--- src/rtl/itc_params.svh ---
`ifndef ITC_PARAMS_SVH
`define ITC_PARAMS_SVH

// Timer word field positions
`define ITC_RUN_BIT       63
`define ITC_IEN_BIT       62
`define ITC_FULL_BIT      61
`define ITC_OVF_BIT       60
`define ITC_RLD_HI        59
`define ITC_RLD_LO        40
`define ITC_CNT_HI        27
`define ITC_CNT_LO        8

// Reset values
`define ITC_CNT_RST       20'h00000
`define ITC_RLD_RST       20'h00000
`define ITC_STAT_RST      4'h0

// Timing: 200 MHz system clock, 2 MHz reference, 1 us tick
`define ITC_SYS_MHZ       200
`define ITC_REF_MHZ       2
`define ITC_REF_DIV       (`ITC_SYS_MHZ / `ITC_REF_MHZ)

`endif

--- src/rtl/itc_pkg.sv ---
package itc_pkg;
   typedef logic [19:0] itc_cnt_t;
   typedef logic [63:0] itc_word_t;
   // Two-bit pseudocounter: overflow, full
   typedef enum logic [1:0] {
      ITC_ST_EMPTY = 2'b00,
      ITC_ST_ONE   = 2'b01,
      ITC_ST_BOTH  = 2'b11
   } itc_stat_t;
endpackage

--- src/rtl/itc_tick_gen.sv ---
`include "itc_params.svh"

// Halves the 2 MHz reference into a one-cycle 1 us tick
module itc_tick_gen (
   input  wire logic sys_clk,
   input  wire logic rst,
   output logic      tick_q
);
   logic [6:0] div_q;
   logic       half_q;

   // Reference divider: one pulse every 0.5 us
   always_ff @(posedge sys_clk) begin
      if (rst) begin
         div_q  <= 7'h00;
         half_q <= 1'b0;
         tick_q <= 1'b0;
      end else begin
         tick_q <= 1'b0;
         if (div_q == 7'(`ITC_REF_DIV - 1)) begin
            div_q  <= 7'h00;
            half_q <= ~half_q;
            tick_q <= half_q; // Every second reference edge
         end else begin
            div_q <= div_q + 7'h01;
         end
      end
   end
endmodule

--- src/rtl/itc_timer.sv ---
`include "itc_params.svh"

// Behaviour
// - The count rises by one each microsecond tick while running.
// - At the maximum count the next tick wraps it to zero; the clock after that reloads and records an event.
// - The count sits in bits 27..8 and wraps at terminal count.
// - The reload value sits in bits 59..40 and is never changed by a reload.
// - Bit 63 is run; the count holds while it is clear.
// - Bit 62 enables an interrupt whenever full is set.
// - Bit 61 reads as full and on writes is a decrement command.
// - Overflow and full form a two-bit count stepping 00, 01, 11, 11.
// - A write with bit 61 set steps the count 11 to 01 to 00.
// - Delivering an interrupt leaves full and overflow unchanged.
// - A read copies the whole 64-bit word at once.
// - A word write loads count, reload, run and enable together.
// - A status write changes only the top four status bits.
// - Bits 39..28 and 7..0 read zero and ignore writes.
// - An external gate flag enables the timer by its polarity.
module itc_timer (
   input  wire logic                sys_clk,
   input  wire logic                rst,
   input  wire logic                timer_gate_flag,
   input  wire logic                gate_polarity,
   input  wire logic                rd_word,
   input  wire logic                wr_word,
   input  wire logic                wr_status,
   input  wire itc_pkg::itc_word_t  scalar_register,
   output itc_pkg::itc_word_t       rd_data_q,
   output logic                     rd_valid_q,
   output logic                     irq_q
);
   itc_pkg::itc_cnt_t  cnt_q;
   itc_pkg::itc_cnt_t  rld_q;
   logic               run_q;
   logic               ien_q;
   itc_pkg::itc_stat_t st_q;
   itc_pkg::itc_stat_t st_d;
   logic               tick;
   logic               tc_pend_q;
   logic               gate_on;
   logic               any_wr;
   logic               dec_cmd;
   logic               tc_evt;

   itc_tick_gen u_tick (
      .sys_clk (sys_clk),
      .rst     (rst),
      .tick_q  (tick)
   );

   assign gate_on = (timer_gate_flag == gate_polarity);
   assign any_wr  = wr_word | wr_status;
   // bit 61 write is a command
   assign dec_cmd = any_wr & scalar_register[`ITC_FULL_BIT];
   assign tc_evt  = tc_pend_q;

   // Assembled word; reserved bits stay zero
   function automatic itc_pkg::itc_word_t pack_word(
      input logic r, input logic e, input itc_pkg::itc_stat_t s,
      input itc_pkg::itc_cnt_t rl, input itc_pkg::itc_cnt_t c);
      itc_pkg::itc_word_t w;
      w = 64'h0;
      w[`ITC_RUN_BIT]  = r;
      w[`ITC_IEN_BIT]  = e;
      w[`ITC_FULL_BIT] = s[0];
      w[`ITC_OVF_BIT]  = s[1];
      w[`ITC_RLD_HI:`ITC_RLD_LO] = rl;
      w[`ITC_CNT_HI:`ITC_CNT_LO] = c;
      return w;
   endfunction

   // Status pseudocounter next value; a terminal count and a decrement
   // in the same cycle cancel, so no event is lost unless the count is empty
   always_comb begin
      st_d = st_q;
      if (tc_evt && !dec_cmd) begin
         st_d = (st_q == itc_pkg::ITC_ST_EMPTY) ? itc_pkg::ITC_ST_ONE
                                                 : itc_pkg::ITC_ST_BOTH;
      end else if (dec_cmd && !tc_evt) begin
         st_d = (st_q == itc_pkg::ITC_ST_BOTH) ? itc_pkg::ITC_ST_ONE
                                                : itc_pkg::ITC_ST_EMPTY;
      end
   end

   // Status register; interrupt delivery has no effect here
   always_ff @(posedge sys_clk) begin
      if (rst) begin
         st_q <= itc_pkg::ITC_ST_EMPTY;
      end else begin
         st_q <= st_d;
      end
   end

   // Run and enable bits, written by both write forms
   always_ff @(posedge sys_clk) begin
      if (rst) begin
         run_q <= 1'b0;
         ien_q <= 1'b0;
      // status write touches top bits only
      end else if (any_wr) begin
         run_q <= scalar_register[`ITC_RUN_BIT];
         ien_q <= scalar_register[`ITC_IEN_BIT];
      end
   end

   // Reload value; only a whole-word write changes it
   always_ff @(posedge sys_clk) begin
      if (rst) begin
         rld_q <= `ITC_RLD_RST;
      end else if (wr_word) begin
         rld_q <= scalar_register[`ITC_RLD_HI:`ITC_RLD_LO];
      end
   end

   // Counter; writes win over counting
   always_ff @(posedge sys_clk) begin
      if (rst) begin
         cnt_q     <= `ITC_CNT_RST;
         tc_pend_q <= 1'b0;
      end else begin
         tc_pend_q <= 1'b0;
         if (wr_word) begin
            cnt_q <= scalar_register[`ITC_CNT_HI:`ITC_CNT_LO];
         // reload on the clock after the wrap to zero
         end else if (tc_pend_q) begin
            cnt_q <= rld_q;
         end else if (run_q && gate_on && tick) begin
            cnt_q <= cnt_q + 20'h00001;
            // wrap to zero is a terminal count
            tc_pend_q <= (cnt_q == 20'hfffff);
         end
      end
   end

   // Read port; whole word in one cycle
   always_ff @(posedge sys_clk) begin
      if (rst) begin
         rd_data_q  <= 64'h0;
         rd_valid_q <= 1'b0;
      end else begin
         rd_valid_q <= rd_word;
         if (rd_word) begin
            rd_data_q <= pack_word(run_q, ien_q, st_q, rld_q, cnt_q);
         end
      end
   end

   // Interrupt level
   always_ff @(posedge sys_clk) begin
      if (rst) begin
         irq_q <= 1'b0;
      end else begin
         irq_q <= ien_q & st_q[0];
      end
   end

   // Cycles since the last tick; all ones until the first one after reset
   logic [7:0] gap_q;

   always_ff @(posedge sys_clk) begin
      if (rst) begin
         gap_q <= 8'hff;
      end else if (tick) begin
         gap_q <= 8'h00;
      end else if (gap_q != 8'hff) begin
         gap_q <= gap_q + 8'h01;
      end
   end
endmodule
--- config.mk ---
export PLATFORM = sky130hd
export DESIGN_NAME = itc_timer
export DESIGN_NICKNAME = d
export VERILOG_FILES = /design/src/rtl/itc_pkg.sv /design/src/rtl/itc_tick_gen.sv /design/src/rtl/itc_timer.sv
export VERILOG_INCLUDE_DIRS = /design/src /design/src/rtl
export SDC_FILE = /design/constraint.sdc
export NUM_CORES = 1
export LEC_CHECK = 0
export BUFFER_PORTS_ARGS = -buffer_cell sky130_fd_sc_hd__buf_2
export CORE_MARGIN = 5
export CORE_UTILIZATION = 55
export DETAILED_ROUTE_END_ITERATION = 8
export PLACE_DENSITY = 0.95
export SETUP_SLACK_MARGIN = 0.15
export SLEW_MARGIN = 40
export SYNTH_ARGS = -nofsm -noshare
export SYNTH_HDL_FRONTEND = slang
export SYNTH_SLANG_ARGS = --single-unit
--- constraint.sdc ---
create_clock -name sys_clk -period 2.6 [get_ports sys_clk]
set_clock_uncertainty 0.05 [all_clocks]
set_input_delay 0 -clock sys_clk [delete_from_list [all_inputs] [get_ports sys_clk]]
set_output_delay 0 -clock sys_clk [all_outputs]
set_load 0.02 [all_outputs]
# ---- Yosys cells after proc, flatten, opt, wreduce, memory -nomap -nowiden
# Cells that the tools add are included.
dict set report word_totals {
  ff_bits 100
  latchBits 0
  ramBits 0
  romBits 0
  inputBits 71
  output_inout_bits 66
  word_cells 43
  mem_count 0
}
dict set report classes {
  n_addsub 2
  mul 0
  div_mod_pow 0
  n_lt_le_gt_ge 0
  n_eq_ne 4
  shift 0
  n_mux 7
  bitwise_logic 6
  reduce_logical 12
}
# operator n
set ops {}
lappend ops {{$mux 20} 3}
lappend ops {{$add 20x1->20 const B} 1}
lappend ops {{$eq 20x20->1 const B} 1}
lappend ops {{$add 7x1->7 const B} 1}
lappend ops {{$eq 7x7->1 const B} 1}
lappend ops {{$mux 2} 3}
lappend ops {{$logic_and 1x1->1} 4}
lappend ops {{$reduce_or 2->1} 2}
lappend ops {{$reduce_or 4->1} 1}
lappend ops {{$not 1->1} 3}
lappend ops {{$reduce_bool 3->1} 1}
lappend ops {{$and 1x1->1} 2}
lappend ops {{$eq 2x2->1 const B} 1}
lappend ops {{$logic_not 1->1} 2}
lappend ops {{$logic_not 2->1} 1}
lappend ops {{$reduce_bool 2->1} 1}
lappend ops {{$eq 1x1->1} 1}
lappend ops {{$mux 1} 1}
lappend ops {{$or 1x1->1} 1}

# ---- Logic depth before layout (Yosys ltp)
dict set report logic_depth {
  ltp_word 6
  depth_mapped 8
  mapped_depth_nobuf 6
}

# ---- Hierarchy
# Synthesis repeated with hierarchy kept, for this count alone.
dict set report hier_totals {
  hier_cells 498
  area_unflattened_um2 4460.5
}
# module n_inst cells_each area_per_inst_um2 seq_area_each_um2
set by_module_without_submodules {}
lappend by_module_without_submodules {itc_timer 1 462 4117.7 1821.7}
lappend by_module_without_submodules {itc_tick_gen 1 36 342.8 180.2}

# ---- Worst setup path before layout
# No wires, ideal clock.
dict set report synth_timing {
  path_kind {flip-flop to flip-flop}
  start {register cnt_q[0]}
  end {register cnt_q[16]}
  setup_ns 0.086
  arrival_ns 1.628
  required_time_ns 2.464
  slack_ns 0.837
  path_stages_with_launch 7
  path_buffers 0
  period_less_slack_ns 1.763
  path_cell_list {dfxtp_1 -> ha_1 -> nand3_2 -> nor4_4 -> nand4_1 -> xor2_1 -> a211oi_1}
}
dict set report synth_between {
  elab_chain_len 4
}
# item line
set synth_rtl {}
lappend synth_rtl {{start: declaration} itc_timer.sv:32} ;# itc_pkg::itc_cnt_t cnt_q;
lappend synth_rtl {{start signal: assignment} itc_timer.sv:118} ;# cnt_q <= `ITC_CNT_RST;
lappend synth_rtl {{start signal: assignment} itc_timer.sv:123} ;# cnt_q <= scalar_register[`ITC_CNT_HI:`ITC_CNT_LO];
lappend synth_rtl {{start signal: assignment} itc_timer.sv:126} ;# cnt_q <= rld_q;
lappend synth_rtl {{$add 20x1->20} itc_timer.sv:128} ;# cnt_q <= cnt_q + 20'h00001;
lappend synth_rtl {{$mux 20} itc_timer.sv:127} ;# end else if (run_q && gate_on && tick) begin
lappend synth_rtl {{$mux 20} itc_timer.sv:125} ;# end else if (tc_pend_q) begin
lappend synth_rtl {{$mux 20} itc_timer.sv:122} ;# if (wr_word) begin
# No other way between the ends. The select of a mux whose other input is x is not followed.
# A chain may end at the register's enable or synchronous reset.

# ---- Final worst setup path
# Ends and elaborated chain as after synthesis.

==> results.sh <==
export IMPL_final_layout_size_suffix_gt1_share_pct=20.09
export IMPL_route_final_wire_length_um=12570
export IMPL_cts_resized=0
export IMPL_dieArea_um2=10140
export IMPL_fin_crit_ns=2.114
export IMPL_start_kind="flop"
export IMPL_arrival_ns=2.36
export IMPL_multi_input_area_um2=2225
export IMPL_cts_tree="built"
export IMPL_cts_sinks=100
export IMPL_p_leak_nw=2.574
export IMPL_grt_max_degree=46
export IMPL_synth_top_family_by_area="simple AND/OR/NAND/NOR gates"
export IMPL_initial_core_util_pct=55.61
export IMPL_remaining_drc_errors=0
export IMPL_diodes=0
export IMPL_grt_antenna_before_repair=0
export IMPL_area_delta_synth_final_pct=24.73
export IMPL_dpl_cell_count=677
export IMPL_yosysWarnings=0
export IMPL_cp_max_fo=8
export IMPL_cts_htree_levels=3
export IMPL_seqCellArea_um2=2002
export IMPL_muxShareOfSynthArea_pct=14.38
export IMPL_gr_total_overflow=0
export IMPL_routedWlPerCell_um=17.06
export IMPL_drt_iter0_drc=422
export IMPL_cpPeakStageDelay_ns=0.56
export IMPL_io_buffers=95
export IMPL_core_um2=8134
export IMPL_ir_drop_mv=0.3477
export IMPL_hp_class="in2reg"
export IMPL_die_h_um=100.7
export IMPL_holdBufCountCts=44
export IMPL_post_cts_buffers=0
export IMPL_detailed_place_hpwl_um=8120
export IMPL_first_global_vias=4165
export IMPL_place_gp_congestion=0.8851
export IMPL_timing_rr_start="cnt_q[0]"
export IMPL_hp_start="wr_word"
export IMPL_seq_area_frac_synth_pct=44.26
export IMPL_crit_family="simple AND/OR/NAND/NOR gates"
export IMPL_synth_edf_count=0
export IMPL_fill_cells=568
export IMPL_vias=4156
export IMPL_setup_viol=0
export IMPL_timing_rr_end="cnt_q[16]"
export IMPL_synth_xor_area_share_pct=3.292
export IMPL_async_flop_share_pct=0
export IMPL_min_path_cells=4
export IMPL_drv_slew=0
export IMPL_synth_fa_ha_area_share_pct=0.8299
export IMPL_timing_fmax_mhz=473.0
export IMPL_ff2ff_setup_slack_ns=0.49
export IMPL_synth_most_common_cell="dfxtp_1"
export IMPL_clk_latency_ns=0.36
export IMPL_grt_pass1_wl_um=20130
export IMPL_cts_buffer_depth=2
export IMPL_final_cells=737
export IMPL_first_pass_iters=5
export IMPL_rsz0062_at_grt="no"
export IMPL_synth_common_cells="100 x dfxtp_1, 97 x nor2_1, 65 x mux2i_1"
export IMPL_ios=137
export IMPL_yosysTopAreaCellShare_pct=44.26
export IMPL_critPathBufInv=0
export IMPL_maxCapViolCount=0
export IMPL_post_route_period_util_pct=81.31
export IMPL_ys_flop_type="dfxtp_1"
export IMPL_nNetsFinal=701
export IMPL_r2r_cells=6
export IMPL_synth_largest_area_cell="dfxtp_1"
export IMPL_worst_pin_slew_ns=0.6264
export IMPL_synth_area_um2=4523
export IMPL_die_width_um=100.7
export IMPL_synth_cells=502
export IMPL_critical_path_class="reg2reg"
export IMPL_hold_end="cnt_q[1]"
export IMPL_cp_data_required_time_ns=2.84
export IMPL_grt_use_total_pct=24.80
export IMPL_hold_viol_final=0
export IMPL_rows=33
export IMPL_ant_nets=0
export IMPL_cp_end_kind="flop"
export IMPL_status="complete, no violations"
export IMPL_crit_chain="ha_1 > nand3_2 > nor4_4 > nand4_1 > xor2_1 > a211oi_1"
export IMPL_viasPerCell=5.639
export IMPL_powerDensity_nw_per_um2=567.8
export IMPL_clkTransAtPathRegs_ns=0.10
export IMPL_tns_ns=0
export IMPL_post_synth_cell_area_avg_um2=9.010
export IMPL_synth_compound_area_share_pct=11.34
export IMPL_cts_made_buffers=9
export IMPL_slowest_stage="nor4_4"
export IMPL_synth_top_cells_by_area="dfxtp_1 44%, mux2i_1 14%, nor2_1 8.0%"
export IMPL_slew_headroom_pct=58.24
export IMPL_ys_seq_elements=100
export IMPL_ys_types=57
export IMPL_yosys_area_share_simple_pct=17.57
export IMPL_cts_root_buf="clkbuf_8"
==> where the power goes <==
part	internal, mW	switching [mW]
Sequential	1.60	0.0651
Clock	0.572	0.539
Combinational	0.193	0.237
==> worst max-delay path by stage <==
| stage | depth (start not counted) | endpoint | start | slack (ns) |
|---|---|---|---|---|
| after floorplan | 6 | cnt_q[16] | cnt_q[0] | 0.84 |
| after global placement | 6 | cnt_q[16] | cnt_q[0] | 0.64 |
| after detailed placement | 6 | cnt_q[16] | cnt_q[0] | 0.54 |
| after CTS | 6 | cnt_q[16] | cnt_q[0] | 0.51 |
| after global routing | 5 | cnt_q[14] | cnt_q[0] | 0.38 |
| final | 6 | cnt_q[16] | cnt_q[0] | 0.49 |
==> through the flow <==
step | instance area [um2] | util (%) | hold WS [ns] | worst slack (ns) | total power [mW]
2_1_floorplan | 4594 | - | 0.09369 | 0.8369 | 1.960
6_report | 5642 | 69.36 | 0.01114 | 0.4858 | 3.203
5_1_grt | 5642 | 69.36 | 0.02879 | 0.3768 | 3.326
4_1_cts | 5637 | 69.30 | 0.04971 | 0.5074 | 3.209
3_3_place_gp | 4970 | 61.10 | 0.1849 | 0.6426 | 2.037
3_5_place_dp | 4970 | 61.10 | 0.1959 | 0.5361 | 2.058
==> cells by family after synthesis <==
| logic type | count (synthesis) |
|---|---|
| fa+ha+maj | 3 |
| mux | 65 |
| compound gates | 78 |
| buf+inv | 67 |
| simple gates | 171 |
| other cells | 1 |
| flops | 100 |
| xor+xnor | 17 |
==> registers in the layout, indices dropped and copies added, names as in the netlist <==
signal         flops
rd_valid_q         1
irq_q              1
u_tick.div_q       7
st_q               2
cnt_q             20
rld_q             20
u_tick.half_q      1
ien_q              1
tc_evt             1
u_tick.tick_q      1
rd_data_q         44
run_q              1
==> final cells by class <==
cell class / instances / area share, %
sequential: 100 / 35.48
timing repair buffer: 147 / 17.74
clock inverter: 5 / 1.508
tap: 105 / 2.329
inverter: 15 / 0.9980
clock buffer: 11 / 2.506
multi-input combinational: 354 / 39.43
==> cells in the final DEF (no fill, tap or decap), types with 4 or more instances in the layout <==
cell           instances
dlygate4sd3_1         44
nand4_1                6
conb_1                20
nand2_1               27
buf_4                  6
inv_1                 15
xor2_1                 7
mux2i_1               65
buf_2                 95
nor4_1                 4
o21ai_0               14
a21oi_1               26
nand3_1                8
clkbuf_8              10
dfxtp_1              100
nor2b_1                6
nor3_1                 6
xnor2_1               10
a211oi_1              10
nor2_1                97
==> worst min-delay path: stages <==
cell and delay, ns:
buf_2 0.15, nor3_2 0.11, nand2_1 0.08, a21oi_1 0.05
==> layer usage <==
metal | global-route usage (%) | routed length [um] | up-vias
met5 | 0 | 0 | -
met2 | 46.73 | 6693 | 211
li1 | - | - | 1940
met4 | 7.772 | 237 | 0
met3 | 6.021 | 1053 | 22
met1 | 27.00 | 4588 | 1983
(Power assumes the default switching activity.)
